$ cat config.mk
export PLATFORM = sky130hd
export DESIGN_NAME = cmeu_host
export DESIGN_NICKNAME = d
export VERILOG_FILES = /design/src/hw/cmeu_pkg.sv /design/src/hw/cmeu_pp_if.sv /design/src/hw/cmeu_host.sv /design/src/hw/cmeu_ppx.sv
export SDC_FILE = /design/constraint.sdc
export NUM_CORES = 1
export LEC_CHECK = 0
export ABC_AREA = 1
export BUFFER_PORTS_ARGS = -buffer_cell sky130_fd_sc_hd__buf_2
export CAP_MARGIN = 20
export CELL_PAD_IN_SITES_DETAIL_PLACEMENT = 1
export CELL_PAD_IN_SITES_GLOBAL_PLACEMENT = 1
export CORE_ASPECT_RATIO = 1.5
export CORE_MARGIN = 2
export CORE_UTILIZATION = 34
export DETAILED_ROUTE_END_ITERATION = 7
export HOLD_SLACK_MARGIN = 0.03
export PLACE_DENSITY = 0.73
export SLEW_MARGIN = 40
export SYNTH_ARGS = -nofsm -noshare
export SYNTH_HDL_FRONTEND = slang
export SYNTH_HIERARCHICAL = 1
export SYNTH_SLANG_ARGS = --single-unit
$ cat constraint.sdc
create_clock -name clk -period 1.57 [get_ports clk]
set_input_delay 0.314 -clock clk [delete_from_list [all_inputs] [get_ports clk]]
set_output_delay 0.314 -clock clk [all_outputs]
set_load 0.02 [all_outputs]
$ cat src/hw/cmeu_pkg.sv
// Purpose: shared constants and types for the memory error-correction controller
// Assumes: one 100 MHz clock, synchronous active-high reset
// Notes: offsets are byte addresses on the plain register port
`default_nettype none
package cmeu_pkg;
  // register port
  localparam int REG_AW = 5;
  localparam logic [4:0] REG_CTRL = 5'h00;
  localparam logic [4:0] REG_ADDR = 5'h04;
  localparam logic [4:0] REG_WDATA = 5'h08;
  localparam logic [4:0] REG_STATUS = 5'h0c;
  localparam logic [4:0] REG_RDATA = 5'h10;
  localparam logic [4:0] REG_SYND = 5'h14;
  localparam logic [4:0] REG_ERRCNT = 5'h18;
  localparam logic [4:0] REG_STRAP = 5'h1c;
  // control fields
  localparam int CTRL_GO = 0;
  localparam int CTRL_OP = 1;
  localparam int CTRL_SCRUB = 3;
  localparam int CTRL_CHECK_ONLY = 4;
  localparam int CTRL_NARROW = 5;
  localparam logic [5:0] CTRL_RESET = 6'h00;
  // write data register: data in 15:0, replace-byte enables in 17:16
  localparam int WDATA_REPL = 16;
  // status fields
  localparam int ST_BUSY = 0;
  localparam int ST_DONE = 1;
  localparam int ST_ERR = 2;
  localparam int ST_CORR = 3;
  localparam int ST_UNCORR = 4;
  localparam int ST_SCRUBBED = 5;
  localparam int ST_ABORTED = 6;
  // strap fields: master, multi, slave index 3:2, slave count 6:4
  localparam int STRAP_W = 7;
  localparam logic [6:0] STRAP_RESET = 7'h01;
  // partial parity cascade
  localparam int PP_W = 8;
  localparam int MAX_SLAVES = 4;
  // cycle counts and error counter limit
  localparam logic [3:0] STB_CYCLES = 4'h2;
  localparam logic [3:0] SETTLE_CYCLES = 4'h3;
  localparam logic [3:0] WR_CYCLES = 4'h2;
  localparam logic [15:0] ERRCNT_MAX = 16'hffff;

  typedef enum logic [1:0] {
    OP_READ = 2'b00,
    OP_WRITE = 2'b01,
    OP_PARTIAL = 2'b10,
    OP_ZERO = 2'b11
  } cmeu_op_t;

  typedef enum logic [2:0] {
    S_IDLE = 3'b000,
    S_RD_STROBE = 3'b001,
    S_RD_SETTLE = 3'b010,
    S_EVAL = 3'b011,
    S_WR_SETUP = 3'b100,
    S_WR_PULSE = 3'b101,
    S_DONE = 3'b110
  } cmeu_state_t;
endpackage
`default_nettype wire

$ cat src/hw/cmeu_pp_if.sv
// Purpose: carries slave partial parity into the cascade combiner and back
// Assumes: up to four slaves, eight parity bits each
// Notes: no clocking block; the combiner registers its result
`default_nettype none
interface cmeu_pp_if;
  logic [cmeu_pkg::MAX_SLAVES*cmeu_pkg::PP_W-1:0] slave_ppo;
  logic [2:0] slave_count;
  logic [cmeu_pkg::PP_W-1:0] combined;
  modport ctl (output slave_ppo, output slave_count, input combined);
  modport comb_unit (input slave_ppo, input slave_count, output combined);
endinterface
`default_nettype wire

$ cat src/hw/cmeu_host.sv
// Purpose: controller that drives a cascadable error-correction unit and its memory
// Assumes: memory data reaches the unit directly; unit is combinational
// Notes: software orders read, full write, partial write or zero-fill cycles
//
// Added by the designer: strobed register access and the register offsets.
`default_nettype none
module cmeu_host #(
  parameter int MEM_AW = 16,
  parameter logic [3:0] STB_N = cmeu_pkg::STB_CYCLES,
  parameter logic [3:0] SETTLE_N = cmeu_pkg::SETTLE_CYCLES,
  parameter logic [3:0] WR_N = cmeu_pkg::WR_CYCLES
) (
  input wire logic clk,
  input wire logic reset,
  input wire logic [cmeu_pkg::REG_AW-1:0] reg_addr,
  input wire logic [31:0] reg_wdata,
  input wire logic reg_write,
  input wire logic reg_read,
  output logic [31:0] reg_rdata,
  output logic [MEM_AW-1:0] mem_addr,
  output logic mem_read,
  output logic mem_write,
  output logic read_not_write,
  output logic strobe,
  output logic [1:0] byte_mask,
  output logic write_zeros_n,
  output logic correct_enable,
  output logic [15:0] wdi_out,
  output logic [1:0] wdi_oe_n,
  input wire logic [15:0] do_in,
  input wire logic error_flag,
  input wire logic correctable_flag,
  input wire logic [7:0] syndrome_in,
  output logic strap_master_select,
  output logic strap_multi_chip_select,
  output logic [1:0] strap_slave_index,
  input wire logic [cmeu_pkg::MAX_SLAVES*cmeu_pkg::PP_W-1:0] slave_partial_parity_out,
  output logic [cmeu_pkg::PP_W-1:0] partial_parity_in
);
  cmeu_pp_if pp_bus ();

  // ---- register file group
  logic [5:0] ctrl, next_ctrl;
  logic [MEM_AW-1:0] addr_reg, next_addr_reg;
  logic [17:0] wdata_reg, next_wdata_reg;
  logic [cmeu_pkg::STRAP_W-1:0] strap, next_strap;
  logic [31:0] next_reg_rdata;
  // ---- sequencer group
  cmeu_pkg::cmeu_state_t state, next_state;
  cmeu_pkg::cmeu_op_t op, next_op;
  logic [3:0] cnt, next_cnt;
  logic [6:0] status, next_status;
  logic [15:0] rdata_cap, next_rdata_cap;
  logic [7:0] synd_cap, next_synd_cap;
  logic [15:0] errcnt, next_errcnt;
  logic next_mem_read, next_mem_write, next_rnw, next_strobe, next_wzn;
  logic [1:0] next_bm, next_oe_n;
  logic [15:0] next_wdi;
  logic go;

  function automatic logic hit(input logic [4:0] a, input logic [4:0] off);
    return a == off;
  endfunction

  assign go = reg_write && hit(reg_addr, cmeu_pkg::REG_CTRL) && reg_wdata[cmeu_pkg::CTRL_GO];

  // software-visible configuration and one-cycle-late read data
  always_comb begin
    next_ctrl = ctrl;
    next_addr_reg = addr_reg;
    next_wdata_reg = wdata_reg;
    next_strap = strap;
    next_reg_rdata = '0;
    if (reg_write && state == cmeu_pkg::S_IDLE) begin
      // config is frozen mid-cycle so pins stay coherent
      if (hit(reg_addr, cmeu_pkg::REG_CTRL)) next_ctrl = reg_wdata[5:0];
      if (hit(reg_addr, cmeu_pkg::REG_ADDR)) next_addr_reg = reg_wdata[MEM_AW-1:0];
      if (hit(reg_addr, cmeu_pkg::REG_WDATA)) next_wdata_reg = reg_wdata[17:0];
      if (hit(reg_addr, cmeu_pkg::REG_STRAP)) next_strap = reg_wdata[cmeu_pkg::STRAP_W-1:0];
    end
    if (reg_read) begin
      unique case (reg_addr)
        cmeu_pkg::REG_CTRL: next_reg_rdata = {26'h0, ctrl[5:1], 1'b0};
        cmeu_pkg::REG_ADDR: next_reg_rdata = 32'(addr_reg);
        cmeu_pkg::REG_WDATA: next_reg_rdata = {14'h0, wdata_reg};
        cmeu_pkg::REG_STATUS: next_reg_rdata = {25'h0, status};
        cmeu_pkg::REG_RDATA: next_reg_rdata = {16'h0, rdata_cap};
        cmeu_pkg::REG_SYND: next_reg_rdata = {24'h0, synd_cap};
        cmeu_pkg::REG_ERRCNT: next_reg_rdata = {16'h0, errcnt};
        cmeu_pkg::REG_STRAP: next_reg_rdata = {25'h0, strap};
        default: next_reg_rdata = '0;
      endcase
    end
  end

  always_ff @(posedge clk) begin
    if (reset) begin
      ctrl <= cmeu_pkg::CTRL_RESET;
      addr_reg <= '0;
      wdata_reg <= '0;
      strap <= cmeu_pkg::STRAP_RESET;
      reg_rdata <= '0;
    end else begin
      ctrl <= {next_ctrl[5:1], 1'b0};
      addr_reg <= next_addr_reg;
      wdata_reg <= next_wdata_reg;
      strap <= next_strap;
      reg_rdata <= next_reg_rdata;
    end
  end

  // strap pins follow the strap register
  always_ff @(posedge clk) begin
    if (reset) begin
      strap_master_select <= 1'b1;
      strap_multi_chip_select <= 1'b0;
      strap_slave_index <= 2'h0;
    end else begin
      strap_master_select <= strap[0];
      strap_multi_chip_select <= strap[1];
      strap_slave_index <= strap[3:2];
    end
  end

  // cycle sequencer: pins, captures and status
  always_comb begin
    next_state = state;
    next_op = op;
    next_cnt = cnt;
    next_status = status;
    next_rdata_cap = rdata_cap;
    next_synd_cap = synd_cap;
    next_errcnt = errcnt;
    next_mem_read = mem_read;
    next_mem_write = mem_write;
    next_rnw = read_not_write;
    next_strobe = strobe;
    next_wzn = write_zeros_n;
    next_bm = byte_mask;
    next_oe_n = wdi_oe_n;
    next_wdi = wdi_out;
    // done clears by writing one; a completion in the same cycle wins
    if (reg_write && hit(reg_addr, cmeu_pkg::REG_STATUS) && reg_wdata[cmeu_pkg::ST_DONE]) begin
      next_status[cmeu_pkg::ST_DONE] = 1'b0;
    end
    unique case (state)
      cmeu_pkg::S_IDLE: begin
        if (go) begin
          next_op = cmeu_pkg::cmeu_op_t'(reg_wdata[cmeu_pkg::CTRL_OP +: 2]);
          next_status = '0;
          next_status[cmeu_pkg::ST_BUSY] = 1'b1;
          unique case (cmeu_pkg::cmeu_op_t'(reg_wdata[cmeu_pkg::CTRL_OP +: 2]))
            cmeu_pkg::OP_READ, cmeu_pkg::OP_PARTIAL: begin
              next_rnw = 1'b1;
              next_bm = reg_wdata[cmeu_pkg::CTRL_NARROW] ? 2'b01 : 2'b11;
              next_strobe = 1'b1;
              next_mem_read = 1'b1;
              next_cnt = STB_N - 4'h1;
              next_state = cmeu_pkg::S_RD_STROBE;
            end
            cmeu_pkg::OP_WRITE: begin
              next_rnw = 1'b0;
              next_bm = 2'b00;
              next_oe_n = 2'b00;
              next_wdi = reg_wdata[cmeu_pkg::CTRL_NARROW] ? {8'h00, wdata_reg[7:0]}
                                                          : wdata_reg[15:0];
              next_state = cmeu_pkg::S_WR_SETUP;
            end
            cmeu_pkg::OP_ZERO: begin
              next_wzn = 1'b0;
              next_state = cmeu_pkg::S_WR_SETUP;
            end
          endcase
        end
      end
      cmeu_pkg::S_RD_STROBE: begin
        if (cnt == 4'h0) begin
          next_strobe = 1'b0; // falling strobe latches data and check bits
          next_mem_read = 1'b0;
          next_cnt = SETTLE_N - 4'h1;
          next_state = cmeu_pkg::S_RD_SETTLE;
        end else begin
          next_cnt = cnt - 4'h1;
        end
      end
      cmeu_pkg::S_RD_SETTLE: begin
        // settle spans the unit's combinational path and the parity register
        if (cnt == 4'h0) next_state = cmeu_pkg::S_EVAL;
        else next_cnt = cnt - 4'h1;
      end
      cmeu_pkg::S_EVAL: begin
        next_rdata_cap = do_in;
        next_synd_cap = syndrome_in;
        next_status[cmeu_pkg::ST_ERR] = error_flag;
        next_status[cmeu_pkg::ST_CORR] = error_flag && correctable_flag;
        next_status[cmeu_pkg::ST_UNCORR] = error_flag && !correctable_flag;
        if (error_flag && errcnt != cmeu_pkg::ERRCNT_MAX) next_errcnt = errcnt + 16'h1;
        next_state = cmeu_pkg::S_DONE;
        if (op == cmeu_pkg::OP_READ) begin
          if (ctrl[cmeu_pkg::CTRL_SCRUB] && !ctrl[cmeu_pkg::CTRL_CHECK_ONLY]
              && error_flag && correctable_flag) begin
            next_rnw = 1'b0; // unit latches syndrome, drives fixed word
            next_status[cmeu_pkg::ST_SCRUBBED] = 1'b1;
            next_state = cmeu_pkg::S_WR_SETUP;
          end
        end else if (error_flag && !correctable_flag) begin
          // writing back a bad word would hide the fault behind fresh check bits
          next_status[cmeu_pkg::ST_ABORTED] = 1'b1;
        end else begin
          next_rnw = 1'b0;
          next_bm = ~wdata_reg[cmeu_pkg::WDATA_REPL +: 2];
          next_oe_n = ~wdata_reg[cmeu_pkg::WDATA_REPL +: 2];
          next_wdi = wdata_reg[15:0];
          if (ctrl[cmeu_pkg::CTRL_NARROW]) begin
            next_bm[1] = 1'b0;
            next_oe_n[1] = 1'b0;
            next_wdi[15:8] = 8'h00;
          end
          next_state = cmeu_pkg::S_WR_SETUP;
        end
      end
      cmeu_pkg::S_WR_SETUP: begin
        next_mem_write = 1'b1;
        next_cnt = WR_N - 4'h1;
        next_state = cmeu_pkg::S_WR_PULSE;
      end
      cmeu_pkg::S_WR_PULSE: begin
        if (cnt == 4'h0) begin
          next_mem_write = 1'b0;
          next_state = cmeu_pkg::S_DONE;
        end else begin
          next_cnt = cnt - 4'h1;
        end
      end
      cmeu_pkg::S_DONE: begin
        // park: read mode, unit outputs tristated, host bus released
        next_rnw = 1'b1;
        next_bm = 2'b00;
        next_oe_n = 2'b11;
        next_wzn = 1'b1;
        next_wdi = 16'h0000;
        next_status[cmeu_pkg::ST_BUSY] = 1'b0;
        next_status[cmeu_pkg::ST_DONE] = 1'b1;
        next_state = cmeu_pkg::S_IDLE;
      end
      default: next_state = cmeu_pkg::S_IDLE;
    endcase
  end

  always_ff @(posedge clk) begin
    if (reset) begin
      state <= cmeu_pkg::S_IDLE;
      op <= cmeu_pkg::OP_READ;
      cnt <= 4'h0;
      status <= '0;
      rdata_cap <= '0;
      synd_cap <= '0;
      errcnt <= '0;
      mem_addr <= '0;
      mem_read <= 1'b0;
      mem_write <= 1'b0;
      read_not_write <= 1'b1;
      strobe <= 1'b0;
      write_zeros_n <= 1'b1;
      correct_enable <= 1'b0;
      byte_mask <= 2'b00;
      wdi_oe_n <= 2'b11;
      wdi_out <= '0;
    end else begin
      state <= next_state;
      op <= next_op;
      cnt <= next_cnt;
      status <= next_status;
      rdata_cap <= next_rdata_cap;
      synd_cap <= next_synd_cap;
      errcnt <= next_errcnt;
      mem_addr <= addr_reg;
      mem_read <= next_mem_read;
      mem_write <= next_mem_write;
      read_not_write <= next_rnw;
      strobe <= next_strobe;
      write_zeros_n <= next_wzn;
      correct_enable <= ctrl[cmeu_pkg::CTRL_CHECK_ONLY];
      byte_mask <= next_bm;
      wdi_oe_n <= next_oe_n;
      wdi_out <= next_wdi;
    end
  end

  // cascade parity combiner feeds the master's partial parity inputs
  assign pp_bus.slave_ppo = slave_partial_parity_out;
  assign pp_bus.slave_count = strap[6:4];

  cmeu_ppx u_ppx (
    .clk(clk),
    .reset(reset),
    .pp(pp_bus.comb_unit)
  );

  assign partial_parity_in = pp_bus.combined;
endmodule
`default_nettype wire

$ cat src/hw/cmeu_ppx.sv
// Purpose: folds the partial parity of the active slaves into one word for the master
// Assumes: slave outputs are synchronous to clk
// Notes: one register stage; adds a cycle the sequencer settle count covers
`default_nettype none
module cmeu_ppx (
  input wire logic clk,
  input wire logic reset,
  cmeu_pp_if.comb_unit pp
);
  logic [cmeu_pkg::PP_W-1:0] combined;
  logic [cmeu_pkg::PP_W-1:0] next_combined;

  // xor only the slaves that exist; absent ones must not disturb parity
  always_comb begin
    next_combined = '0;
    for (int i = 0; i < cmeu_pkg::MAX_SLAVES; i++) begin
      if (i < int'(pp.slave_count)) begin
        next_combined = next_combined ^ pp.slave_ppo[i*cmeu_pkg::PP_W +: cmeu_pkg::PP_W];
      end
    end
  end

  always_ff @(posedge clk) begin
    if (reset) begin
      combined <= '0;
    end else begin
      combined <= next_combined;
    end
  end

  assign pp.combined = combined;
endmodule
`default_nettype wire

After elaboration in Yosys (flattened, before gate mapping)
Index checks and enable logic that the tools add are counted.
{ "word_totals": {"regBits": 187, "latch_bits": 0, "ram_bits": 0, "mem_bits_ro": 0, "input_bits": 99, "out_inout_bits": 86, "word_cells": 177, "memories": 0} }
{ "classes": {"add_sub_neg": 2, "multipliers": 0, "div_mod_pow": 0, "n_lt_le_gt_ge": 4, "eq_ne": 33, "n_shift": 0, "mux": 58, "bitwise": 5, "reduce_logical": 46} }
{ "op_table": {"columns": ["cell", "count"], "rows": [
  ["$pmux 18 s8", 1],
  ["$mux 16", 5],
  ["$pmux 16 s3", 1],
  ["$mux 8", 5],
  ["$xor 8x8->8", 3],
  ["$eq 5x5->1 const B", 4],
  ["$ne 2x2->1 const B", 10],
  ["$reduce_and 4->1", 5],
  ["$mux 2", 9],
  ["$pmux 3 s6", 1],
  ["$reduce_and 2->1", 9],
  ["$add 16x1->16 const B", 1],
  ["$mux 4", 4],
  ["$ne 16x16->1 const B", 1],
  ["$pmux 4 s4", 1],
  ["$mux 1", 15],
  ["$reduce_and 5->1", 3],
  ["$mux 3", 4],
  ["$pmux 2 s3", 2],
  ["$logic_and 1x1->1", 11],
  ["$eq 5x4->1 const B", 2],
  ["$pmux 5 s2", 1],
  ["$eq 3x3->1 const B", 3],
  ["$pmux 1 s2", 4],
  ["other kinds (27)", 43]
]} }

Logic depth before layout (Yosys ltp)
{ "logic_depth": {"depth_word": 8, "depth_mapped": 11} }

Cells and area by module
Netlist, hierarchy kept.
{ "by_module_without_submodules": {"columns": ["module", "n_inst", "cells_per_inst", "area_per_inst_um2", "seq_area_each_um2"], "rows": [
  ["cmeu_host", 1, 1069, 7527.2, 3303.2],
  ["cmeu_ppx", 1, 141, 720.7, 160.2]
]} }

Worst setup path after synthesis
No wires, ideal clock.
{ "synth_timing": {"path_type": "register to register", "from": "reg errcnt[0]", "to": "reg errcnt[2]", "setup_time_ns": 0.115, "arrival_ns": 1.388, "required_ns": 1.455, "path_slack_ns": 0.067, "path_stages_with_launch": 10, "n_path_buf": 1, "period_less_slack_ns": 1.503, "path_cell_list": "dfxtp_1 ha_1 inv_1 nor2_4 nand3_2 nand2_1 nand2_2 buf_6 a21oi_1 nor2_1"} }
{ "synth_between": {"elab_chain_len": 3, "elab_cells_between_ends": 4, "classes_between": "1 x add/sub; 1 x eq/ne; 2 x reduce/logical"} }
{ "synth_lines": {"columns": ["element", "line_no", "source"], "rows": [
  ["start: declaration", "cmeu_host.sv:55", "logic [15:0] errcnt, next_errcnt;"],
  ["start signal: assignment", "cmeu_host.sv:276", "errcnt <= next_errcnt;"],
  ["branches (longest 3 deep; another with $add 16x1->16)", null, null]
]} }
Several ways; the timed one is not identified.
A chain may end at the register's enable or synchronous reset.

Final worst setup path
{ "layout_timing": {"from": "reg state[0]", "to": "reg wdi_out[15]"} }
{ "layout_between": {"elab_chain_len": 3, "elab_cells_between_ends": 10, "classes_between": "6 x eq/ne; 1 x mux; 3 x reduce/logical"} }
{ "layout_lines": {"columns": ["element", "line_no", "source"], "rows": [
  ["start: declaration", "cmeu_host.sv:49", "cmeu_pkg::cmeu_state_t state, next_state;"],
  ["start signal: assignment", "cmeu_host.sv:252", "state <= cmeu_pkg::S_IDLE;"],
  ["start signal: assignment", "cmeu_host.sv:270", "state <= next_state;"],
  ["$eq 3x2->1 (tied with other cells)", "cmeu_host.sv:146", "unique case (state)"],
  ["$ne 2x2->1 (no source line) (tied with other cells)", null, null],
  ["$reduce_and 5->1 (no source line)", null, null],
  ["end signal: assignment", "cmeu_host.sv:286", "wdi_out <= next_wdi;"],
  ["end: declaration", "cmeu_host.sv:28", "output logic [15:0] wdi_out,"]
]} }
Several ways; a longest one is shown, not always the timed one.

==> metrics.yaml <==
clock_network:
  cts_sinks: 173
  cts_root_buffer: "clkbuf_16"
  clockBufferDepth: 2
  hold_buffers: 0
  cts_tree: "done"
  clkLatencyLatePin_ns: 0.44
  clk_pin_slew_ns: 0.07
  cts_buffers: 17
  cts_max_level: 4
sta:
  finalSetupTns_ns: 0
  hold_slack_ns: 0.111
  fin_crit_sh: 0.951
  final-hold-violation-count: 0
  fin_skew_ns: 0.0105
  setup_violations: 0
  timing.final.max_slew_violations: 0
  max_freq_mhz: 670
  fin_crit_ns: 1.49
  rsz0062_at_grt: "yes"
floorplanning:
  dieArea_um2: 25500
  coreArea_um2: 23700
  die_x_um: 131
  pin_count: 185
  die_h_um: 195
  row_count: 69
  start_util: 0.347
status:
  status: "finished, final reports clean"
critical_path:
  arrival_ns: 1.83
  crit_required_ns: 1.91
  crit_path_frequent_cell: "nand2_4"
  critPathMaxFanout: 32
  worstSetupPathType: "reg -> reg"
  path_cells: "inv_4 > nand2_4 > nor2_8 > nand2_4 > buf_12 > buf_4 > a21oi_1 > nor2_1"
  max_stage_delay_ns: 0.39
  cp_slowest_cell: "dfxtp_4"
  end_kind: "flip-flop"
  critPathLaunchType: "flip-flop"
global_route:
  grt_pass1_wl_um: 43700
  grt_use_total: 0.212
  grt_pass1_vias: 8638
  grt_overflow: 0
  grt_max_degree: 56
  antenna_found_initial: 0
yosys:
  synth.largest_area_cell: "dfxtp_1"
  synth_area_um2: 8250
  yosysSeqAreaShare: 0.420
  syn_area_per_cell_um2: 6.82
  synth_top_area_frac: 0.420
  ys_warn_count: 6
  ys_ff_latch: 173
  synth_area_leaders: "dfxtp_1 (42%), nand2_1 (14%), nor2_1 (10%)"
  netlist_instances: 1210
  yosysUniqueCellTypes: 36
placed_design:
  place_congestion: 0.817
  port_buffers: 156
  hpwl_um: 20800
  placed_area_um2: 9750
routing:
  vias_per_cell: 4.78
  wl_per_cell_um: 15.4
  drt_iter0_markers: 294
  dr.pass1.iters: 5
  drc_errors: 0
  routed_wl_um: 26900
  num_vias: 8352
  antenna_left: 0
finish:
  nets: 1519
  diodes: 0
  drive_above_1_share: 0.231
  final_cell_mix: "nand2_1 (304), nor2_1 (217), dfxtp_1 (169)"
  utilization: 0.438
  area_growth_pct: 26.0
  final_common_cell: "nand2_1"
  fillCellCount: 3107
  final_area_um2: 10400
pwr:
  leakage_nw: 4.77
  p_per_area_nw_per_um2: 1350
  ir_drop_v: 0.000831
  p_total_mw: 14.0
job:
  maxCapViolations: 0
worst_hold_path:
  hold_class: "in -> reg"
## Yosys cell counts
library cell,n
buf_2,7
nand2_1,307
o21ai_1,12
ha_1,3
inv_2,8
inv_4,2
buf_1,3
inv_1,91
o22ai_1,1
nand4_1,9
xor2_1,1
nor2_2,3
nand3_2,5
buf_6,12
nor3_4,1
o21ai_0,105
nor2_8,5
o21ai_2,1
dfxtp_1,173
nor2_4,7
nand2_2,8
nor3b_1,1
a21oi_1,84
nand2_4,2
o21a_1,1
clkbuf_1,17
conb_1,1
inv_8,1
o211ai_1,1
nand3_4,2
nor2_1,221
buf_4,23
nor3_1,5
clkinv_1,2
buf_8,1
nand3_1,84
## cell families after synthesis
kind of cell | share of synthesized area
compound gates | 0.126
xor+xnor | 0.00106
fa+ha+maj | 0.00455
buf+inv | 0.101
flops | 0.420
other cells | 0.000455
simple gates | 0.347
## final timing paths
kind	startpoint	endpoint	slack [ns]	depth (start not counted)
worst max register to register	state[0]	wdi_out[15]	0.08	8
worst min register to register	addr_reg[7]	mem_addr[7]	0.45	2
worst min-delay path	reg_wdata[11]	wdata_reg[11]	0.11	3
worst max-delay path	state[0]	wdi_out[15]	0.08	8
## worst max-delay path, delay by kind of cell (launching register included)
family,cells,cell delay [ns]
buffers and inverters,3,0.41
and+or+nand+nor,4,0.41
DFF,1,0.39
AOI/OAI and AO/OA,1,0.16
## per-layer routing
| layer | share of wire | global-route usage |
|---|---|---|
| met4 | 0.017 | 0.0600 |
| met5 | 0 | 0 |
| met2 | 0.54 | 0.418 |
| met1 | 0.40 | 0.230 |
| met3 | 0.035 | 0.0370 |
## area by class of cell
cell class / count / area [um^2] / area share
multi-input cells: 883 / 4060 / 0.390
flip-flops and latches: 173 / 3480 / 0.334
repair buffers: 238 / 1500 / 0.144
clock buffers: 18 / 429 / 0.0413
inverters: 104 / 403 / 0.0388
well taps: 319 / 399 / 0.0384
clock inverters: 14 / 134 / 0.0129
## repair_timing
| action | in CTS | in global routing |
|---|---|---|
| pin swaps | 0 | 4 |
| setup endpoints to repair | 56 | 58 |
| resized for setup | 3 | 26 |
| endpoints found under the hold margin | 0 | 0 |
| setup buffers | 0 | 2 |
## metrics by stage
| stage | setup WS, ns | instances |
|---|---|---|
| floorplan | 0.0670 | 1223 |
| finish | 0.0775 | 1749 |
| detailed placement | -0.100 | 1715 |
| global placement | -0.0492 | 1715 |
| CTS | 0.0257 | 1747 |
| global route | -0.0175 | 1749 |
## power by group
group	internal (mW)	total, mW	switching, mW
logic	1.86	4.64	2.78
registers	4.88	5.19	0.309
clock network	2.22	4.16	1.94
(Power assumes the default switching activity.)
